$ cat src/trsac_map.svh
// Named constants for the tape reader step and alarm control.
// Assumes it is included by bare name before any use.
`ifndef TRSAC_MAP_SVH
`define TRSAC_MAP_SVH

// Number of synchronised inputs and their reset image.
`define TRSAC_NUM_IN 14
`define TRSAC_IN_RST 14'h0000

// Number of panel switches with two contacts.
`define TRSAC_NUM_SW 3
`define TRSAC_SW_RST 3'h0

// Positions of the panel switches in the debounce vectors.
`define TRSAC_SW_STOP 0
`define TRSAC_SW_STEP 1
`define TRSAC_SW_SREAD 2

// Reset value of single control flops.
`define TRSAC_BIT_RST 1'b0

// Reset image of the registered output bundle.
`define TRSAC_OUT_RST 10'h000

`endif

$ cat src/trsac_pkg.sv
// Types shared by the tape reader step and alarm control.
// Assumes trsac_map.svh gives the widths used here.
`include "trsac_map.svh"

package trsac_pkg;

    // Synchronised inputs, first field is the most significant bit.
    typedef struct packed {
        logic on_line;
        logic hdr_done;
        logic seq_step;
        logic verify_err;
        logic feed_err;
        logic stop_sw_stop;
        logic stop_sw_normal;
        logic step_sw_press;
        logic step_sw_rest;
        logic sread_sw_press;
        logic sread_sw_rest;
        logic hdr_del_sw;
        logic ver_rst_sw;
        logic feed_rst_sw;
    } trsac_in_t;

    // Registered outputs toward panel, driver and sequence control.
    typedef struct packed {
        logic reader_stop;
        logic stop_lamp;
        logic step_read_pulse;
        logic reader_step;
        logic verify_restart;
        logic ver_lamp;
        logic feed_lamp;
        logic alarm;
        logic online_lamp;
        logic hdr_del_mode;
    } trsac_out_t;

    // Tracks a stop, a manual step and the later restart.
    typedef enum logic [1:0] {
        TRSAC_RUN = 2'b00,
        TRSAC_HELD = 2'b01,
        TRSAC_STEPPED = 2'b10
    } trsac_restart_t;

endpackage

$ cat src/trsac_top.sv
// Reader control: header delete, stop, step, step-read and alarm latches.
// Assumes all inputs are levels asynchronous to MCLK at 10 MHz.
`timescale 1ns/100ps
`include "trsac_map.svh"

module trsac_top (
    input wire logic MCLK,
    input wire logic RESET_N,
    input wire logic ON_LINE,
    input wire logic HDR_DONE,
    input wire logic SEQ_STEP,
    input wire logic VERIFY_ERR,
    input wire logic FEED_ERR,
    input wire logic STOP_SW_STOP,
    input wire logic STOP_SW_NORMAL,
    input wire logic STEP_SW_PRESS,
    input wire logic STEP_SW_REST,
    input wire logic SREAD_SW_PRESS,
    input wire logic SREAD_SW_REST,
    input wire logic HDR_DEL_SW,
    input wire logic VER_RST_SW,
    input wire logic FEED_RST_SW,
    output logic READER_STOP,
    output logic STOP_LAMP,
    output logic STEP_READ_PULSE,
    output logic READER_STEP,
    output logic VERIFY_RESTART,
    output logic VER_LAMP,
    output logic FEED_LAMP,
    output logic ALARM,
    output logic ONLINE_LAMP,
    output logic HDR_DEL_MODE
);

    // ------------------------------------------------------------
    // Input synchronisers and edge detection
    // ------------------------------------------------------------

    logic [`TRSAC_NUM_IN-1:0] raw_in;
    logic [`TRSAC_NUM_IN-1:0] meta_reg;
    logic [`TRSAC_NUM_IN-1:0] sync_reg;
    logic [`TRSAC_NUM_IN-1:0] prev_reg;
    trsac_pkg::trsac_in_t lvl;
    trsac_pkg::trsac_in_t rise;
    trsac_pkg::trsac_in_t fall;

    assign raw_in = {ON_LINE, HDR_DONE, SEQ_STEP, VERIFY_ERR, FEED_ERR,
                     STOP_SW_STOP, STOP_SW_NORMAL, STEP_SW_PRESS,
                     STEP_SW_REST, SREAD_SW_PRESS, SREAD_SW_REST,
                     HDR_DEL_SW, VER_RST_SW, FEED_RST_SW};

    always_ff @(posedge MCLK or negedge RESET_N) begin
        if (!RESET_N) begin
            meta_reg <= `TRSAC_IN_RST;
            sync_reg <= `TRSAC_IN_RST;
            prev_reg <= `TRSAC_IN_RST;
        end else begin
            meta_reg <= raw_in;
            sync_reg <= meta_reg;
            prev_reg <= sync_reg;
        end
    end

    assign lvl = trsac_pkg::trsac_in_t'(sync_reg);
    assign rise = trsac_pkg::trsac_in_t'(sync_reg & ~prev_reg);
    assign fall = trsac_pkg::trsac_in_t'(~sync_reg & prev_reg);

    // ------------------------------------------------------------
    // Switch debounce latches
    // ------------------------------------------------------------

    // The make contact sets the latch and the break contact clears it,
    // so bounce on one contact alone cannot toggle the latch.
    logic [`TRSAC_NUM_SW-1:0] sw_set;
    logic [`TRSAC_NUM_SW-1:0] sw_clr;
    logic [`TRSAC_NUM_SW-1:0] sw_reg;
    logic [`TRSAC_NUM_SW-1:0] sw_d_reg;
    logic [`TRSAC_NUM_SW-1:0] sw_rise;
    logic [`TRSAC_NUM_SW-1:0] sw_fall;

    assign sw_set[`TRSAC_SW_STOP] = lvl.stop_sw_stop;
    assign sw_clr[`TRSAC_SW_STOP] = lvl.stop_sw_normal;
    assign sw_set[`TRSAC_SW_STEP] = lvl.step_sw_press;
    assign sw_clr[`TRSAC_SW_STEP] = lvl.step_sw_rest;
    assign sw_set[`TRSAC_SW_SREAD] = lvl.sread_sw_press;
    assign sw_clr[`TRSAC_SW_SREAD] = lvl.sread_sw_rest;

    genvar gi;
    generate
        for (gi = 0; gi < `TRSAC_NUM_SW; gi = gi + 1) begin : g_sw
            logic sw_next;

            assign sw_next = (sw_set[gi] && !sw_clr[gi]) ? 1'b1 :
                             (sw_clr[gi] && !sw_set[gi]) ? 1'b0 : sw_reg[gi];

            always_ff @(posedge MCLK or negedge RESET_N) begin
                if (!RESET_N) begin
                    sw_reg[gi] <= `TRSAC_BIT_RST;
                    sw_d_reg[gi] <= `TRSAC_BIT_RST;
                end else begin
                    sw_reg[gi] <= sw_next;
                    sw_d_reg[gi] <= sw_reg[gi];
                end
            end

            assign sw_rise[gi] = sw_reg[gi] & ~sw_d_reg[gi];
            assign sw_fall[gi] = ~sw_reg[gi] & sw_d_reg[gi];
        end
    endgenerate

    logic stop_on;
    logic stop_release;
    logic step_press;
    logic sread_press;
    logic sread_release;

    assign stop_on = sw_reg[`TRSAC_SW_STOP];
    assign stop_release = sw_fall[`TRSAC_SW_STOP];
    assign step_press = sw_rise[`TRSAC_SW_STEP];
    assign sread_press = sw_rise[`TRSAC_SW_SREAD];
    assign sread_release = sw_fall[`TRSAC_SW_SREAD];

    // ------------------------------------------------------------
    // Stop, step-read and manual step gating
    // ------------------------------------------------------------

    logic reader_stop;
    logic manual_ok;
    logic man_step;
    logic seq_step;
    logic sread_pulse;
    logic sread_reg;
    logic sread_next;

    assign reader_stop = stop_on & lvl.on_line;

    assign manual_ok = ~(~stop_on & lvl.on_line);

    assign man_step = step_press & manual_ok;

    assign seq_step = rise.seq_step & ~reader_stop;

    assign sread_pulse = sread_press & reader_stop & ~sread_reg;
    assign sread_next = sread_pulse ? 1'b1 :
                        (sread_release | ~reader_stop) ? 1'b0 : sread_reg;

    always_ff @(posedge MCLK or negedge RESET_N) begin
        if (!RESET_N) begin
            sread_reg <= `TRSAC_BIT_RST;
        end else begin
            sread_reg <= sread_next;
        end
    end

    // ------------------------------------------------------------
    // Restart tracking toward the verifier
    // ------------------------------------------------------------

    trsac_pkg::trsac_restart_t rst_state_reg;
    trsac_pkg::trsac_restart_t rst_state_next;
    logic restart_pulse;

    always_comb begin
        rst_state_next = rst_state_reg;
        restart_pulse = 1'b0;
        case (rst_state_reg)
            trsac_pkg::TRSAC_RUN: begin
                if (reader_stop) begin
                    rst_state_next = trsac_pkg::TRSAC_HELD;
                end
            end
            trsac_pkg::TRSAC_HELD: begin
                if (reader_stop && (man_step || sread_pulse)) begin
                    rst_state_next = trsac_pkg::TRSAC_STEPPED;
                end else if (!reader_stop) begin
                    rst_state_next = trsac_pkg::TRSAC_RUN;
                end
            end
            trsac_pkg::TRSAC_STEPPED: begin
                if (stop_release && lvl.on_line) begin
                    restart_pulse = 1'b1;
                    rst_state_next = trsac_pkg::TRSAC_RUN;
                end else if (!lvl.on_line) begin
                    rst_state_next = trsac_pkg::TRSAC_RUN;
                end
            end
            default: begin
                rst_state_next = trsac_pkg::TRSAC_RUN;
            end
        endcase
    end

    always_ff @(posedge MCLK or negedge RESET_N) begin
        if (!RESET_N) begin
            rst_state_reg <= trsac_pkg::TRSAC_RUN;
        end else begin
            rst_state_reg <= rst_state_next;
        end
    end

    // ------------------------------------------------------------
    // Alarm latches and header delete mode
    // ------------------------------------------------------------

    logic ver_set;
    logic feed_set;
    logic ver_next;
    logic feed_next;
    logic del_set;
    logic del_clr;
    logic del_next;
    logic ver_reg;
    logic feed_reg;
    logic del_reg;

    assign ver_set = lvl.verify_err & lvl.on_line;
    assign feed_set = lvl.feed_err & lvl.on_line;

    assign ver_next = ver_set | (ver_reg & ~rise.ver_rst_sw);
    assign feed_next = feed_set | (feed_reg & ~rise.feed_rst_sw);

    assign del_set = rise.hdr_del_sw & ~lvl.on_line;

    assign del_clr = fall.hdr_done & lvl.on_line;
    assign del_next = del_set | (del_reg & ~del_clr);

    always_ff @(posedge MCLK or negedge RESET_N) begin
        if (!RESET_N) begin
            ver_reg <= `TRSAC_BIT_RST;
            feed_reg <= `TRSAC_BIT_RST;
            del_reg <= `TRSAC_BIT_RST;
        end else begin
            ver_reg <= ver_next;
            feed_reg <= feed_next;
            del_reg <= del_next;
        end
    end

    // ------------------------------------------------------------
    // Registered outputs
    // ------------------------------------------------------------

    trsac_pkg::trsac_out_t out_next;
    trsac_pkg::trsac_out_t out_reg;

    always_comb begin
        out_next = trsac_pkg::trsac_out_t'(`TRSAC_OUT_RST);
        out_next.reader_stop = reader_stop;
        out_next.stop_lamp = stop_on;
        out_next.step_read_pulse = sread_pulse;
        out_next.reader_step = man_step | seq_step | sread_pulse;
        out_next.verify_restart = restart_pulse;
        out_next.ver_lamp = ver_next;
        out_next.feed_lamp = feed_next;
        out_next.alarm = ver_next | feed_next;
        out_next.online_lamp = lvl.on_line;
        out_next.hdr_del_mode = del_next;
    end

    always_ff @(posedge MCLK or negedge RESET_N) begin
        if (!RESET_N) begin
            out_reg <= trsac_pkg::trsac_out_t'(`TRSAC_OUT_RST);
        end else begin
            out_reg <= out_next;
        end
    end

    assign READER_STOP = out_reg.reader_stop;
    assign STOP_LAMP = out_reg.stop_lamp;
    assign STEP_READ_PULSE = out_reg.step_read_pulse;
    assign READER_STEP = out_reg.reader_step;
    assign VERIFY_RESTART = out_reg.verify_restart;
    assign VER_LAMP = out_reg.ver_lamp;
    assign FEED_LAMP = out_reg.feed_lamp;
    assign ALARM = out_reg.alarm;
    assign ONLINE_LAMP = out_reg.online_lamp;
    assign HDR_DEL_MODE = out_reg.hdr_del_mode;

endmodule // trsac_top

$ cat config.mk
export PLATFORM = sky130hd
export DESIGN_NAME = trsac_top
export DESIGN_NICKNAME = d
export VERILOG_FILES = /design/src/trsac_pkg.sv /design/src/trsac_top.sv
export VERILOG_INCLUDE_DIRS = /design/src
export SDC_FILE = /design/constraint.sdc
export NUM_CORES = 1
export LEC_CHECK = 0
export BUFFER_PORTS_ARGS = -buffer_cell sky130_fd_sc_hd__buf_2
export CAP_MARGIN = 25
export CELL_PAD_IN_SITES_DETAIL_PLACEMENT = 1
export CELL_PAD_IN_SITES_GLOBAL_PLACEMENT = 1
export CORE_MARGIN = 2
export CORE_UTILIZATION = 30
export CTS_CLUSTER_DIAMETER = 80
export DETAILED_ROUTE_END_ITERATION = 10
export GPL_ROUTABILITY_DRIVEN = 1
export PLACE_DENSITY = 0.56
export SKIP_LAST_GASP = 1
export SYNTH_ARGS = -nofsm -noshare
export SYNTH_HDL_FRONTEND = slang
export SYNTH_SLANG_ARGS = --single-unit
$ cat constraint.sdc
create_clock -name MCLK -period 1.91 [get_ports MCLK]
set_clock_uncertainty 0.2 [all_clocks]
set_input_delay 0.0955 -clock MCLK [delete_from_list [all_inputs] [get_ports MCLK]]
set_output_delay 0.0955 -clock MCLK [all_outputs]
set_load 0.05 [all_outputs]
==> impl_metrics.json <==
{
  "h-tree-depth": 2,
  "cts.sink_count": 51,
  "grt_first_pass_wirelength_mm": 4.126,
  "syn-num-nets": 109,
  "critPathKind": "reg2reg",
  "final-seq-area_um2": 1276,
  "dp_slack_ns": 0.5122,
  "clock_latency_ns": 0.30,
  "drive_gt1_share_pct": 26.09,
  "slew_headroom_pct": 65.02,
  "report.final.slew_viol_count": 0,
  "cp_max_fo": 3,
  "vias": 842,
  "use_met1_pct": 10.66,
  "root_buffer": "clkbuf_8",
  "period_minus_slack_ns": 1.410,
  "postPlaceCellArea_um2": 1768,
  "status": "completed",
  "cap_violations": 0,
  "tns_ns": 0,
  "rsz0062_at_grt": "false",
  "cts_made_buffers": 5,
  "ys_warn_count": 0,
  "startpoint": "sread_reg$_DFFE_PN0P_",
  "dp_cells": 186,
  "synthesis.area_um2": 1535,
  "yosysSeqAreaShare_pct": 83.13,
  "overflow": 0,
  "fin_crit_sh_pct": 73.84,
  "synthFlopType": "dfrtp_1",
  "fin_ws_ns": 0.4997,
  "netlist-cell-type-count": 19,
  "grt_usage_pct": 10.21,
  "vias_per_cell": 4.048,
  "avgSynthCellArea_um2": 17.06,
  "cp-start-kind": "register",
  "crit_end": "rst_state_reg[1]$_DFFE_PN0P_",
  "dr.first_iter.drc_count": 21,
  "nFillCells": 542,
  "p_leak_nw": 0.9765,
  "dieArea_um2": 5706,
  "grt_max_degree": 30,
  "cts_buffer_depth": 2,
  "drc": 0,
  "final_net_count": 157,
  "die_w_um": 75.54,
  "globalRouteMet3Util_pct": 3.307,
  "wirelength_mm": 2.318,
  "drt_first_pass_iters": 4,
  "multiInputGateArea_um2": 232.7,
  "ir_worst_vdd_uv": 486.8,
  "ys_async_sr_fraction_pct": 100.0,
  "hold_class": "in2async",
  "p_per_area_nw_per_um2": 992.0,
  "place_congestion": 0.6841,
  "synth_common_cells": "dfrtp_1, inv_1, nand2b_1",
  "setup_viol": 0,
  "cp_data_required_time_ns": 1.95,
  "dieHeight_um": 75.54,
  "crit_arrival_ns": 1.45,
  "finalHoldViolCount": 0,
  "synth_edf_count": 0,
  "core_area_um2": 5010,
  "grt-busiest-layer": "met2",
  "r2r-end": "rst_state_reg[1]$_DFFE_PN0P_",
  "synth.most_common_cell": "dfrtp_1",
  "antenna_found_initial": 0,
  "port_buffers": 25,
  "area_delta_synth_final_pct": 30.64,
  "wl_per_cell_um": 11.14,
  "fin_area_um2": 2006,
  "syn_inst": 90,
  "rr_worst_depth": 3,
  "r2r-start": "sread_reg$_DFFE_PN0P_",
  "ys_top_cells_by_area": "dfrtp_1, ha_1, mux2_2",
  "final_antenna_net_count": 0,
  "initial_core_util_pct": 30.64,
  "first_global_vias": 979,
  "max_freq_ghz": 0.7091,
  "ys_seq_elements": 51,
  "hpwl_mm": 1.572,
  "yosysTopAreaCell": "dfrtp_1",
  "fin_cells": 208,
  "post-synth-top-area-fraction_pct": 83.13,
  "worst_slew_pin_slew_ns": 0.5247,
  "rows": 26,
  "clk_pin_slew_ns": 0.08,
  "met2_usage_pct": 17.39,
  "cts_tree": "yes",
  "n_antenna_cell": 0,
  "r2r_slack_ns": 0.50,
  "ioPinCount": 26,
  "cp-end-kind": "register"
}
[per-layer routing]
| metal | vias to the layer above | share of wire [%] |
|---|---|---|
| li1 | 386 | - |
| met1 | 435 | 37 |
| met2 | 16 | 56 |
| met3 | 5 | 4.6 |
| met4 | 0 | 1.9 |
| met5 | - | 0 |
[worst min-delay path by stage]
stage             from                endpoint  slack [ns]  cells past startpoint
2_1_floorplan  RESET_N         ALARM$_DFF_PN0_       -0.40                      0
3_3_place_gp   RESET_N   meta_reg[3]$_DFF_PN0_       -0.10                      1
3_5_place_dp   RESET_N   meta_reg[3]$_DFF_PN0_       -0.09                      1
4_1_cts        RESET_N  meta_reg[11]$_DFF_PN0_        0.12                      2
5_1_grt        RESET_N     stop_on$_DFFE_PN0P_        0.16                      2
6_report       RESET_N   sw_reg[2]$_DFFE_PN0P_        0.11                      2
[final cells by class]
class                      instances  area share [%]
clock inverter                     1          0.2495
sequential                        51           63.63
timing repair buffer              41           14.72
clock buffer                       6           4.117
tap                               70           4.367
multi-input combinational         32           11.60
inverter                           7           1.310
[cell families (layout without fill, tap and decap cells)]
group / after synthesis / in the layout / synth area share [%]
compound gates: 12 / 12 / 5.624
fa+ha+maj: 3 / 3 / 2.445
buf+inv: 7 / 55 / 1.712
flops: 51 / 51 / 83.13
mux: 3 / 3 / 2.200
simple gates: 14 / 14 / 4.890
[metrics by stage]
stage / utilization, % / hold WS [ns] / power [W]
after detailed placement: 35.29 / -0.09018 / 0.001395
final: 40.04 / 0.1053 / 0.001990
after global placement: 35.29 / -0.1009 / 0.001386
after global routing: 40.04 / 0.1633 / 0.002102
after CTS: 40.04 / 0.1187 / 0.002032
after floorplan: - / -0.4001 / 0.001312
[critical path: stages, from the launching register on]
cell and delay, ns:
dfrtp_1 0.40, or3b_1 0.39, a21bo_1 0.21, a32o_1 0.15
[cell usage in the layout (no fill, tap or decap), types with 2 or more instances in the layout]
cell	n
a21oi_1	2
a22o_1	2
buf_2	25
clkbuf_8	6
dfrtp_1	51
dlygate4sd3_1	15
ha_1	3
inv_1	7
mux2_2	3
nand2_1	3
nand2b_1	4
nor2_1	3
o21ai_0	3
[power by group]
| group | leakage, nW | total [W] | internal [W] | switching, W |
|---|---|---|---|---|
| Combinational | 0.318 | 0.000210 | 0.0000810 | 0.000129 |
| Sequential | 0.612 | 0.00118 | 0.00115 | 0.0000318 |
| Clock | 0.0470 | 0.000599 | 0.000284 | 0.000315 |
| Total | 0.977 | 0.00199 | 0.00151 | 0.000476 |
[timing repair]
action	in CTS	in global routing
buffers inserted	0	0
resized for setup	0	0
hold endpoints to repair	65	0
hold buffers	15	0
Note: power is estimated with default switching activity, not from simulation.
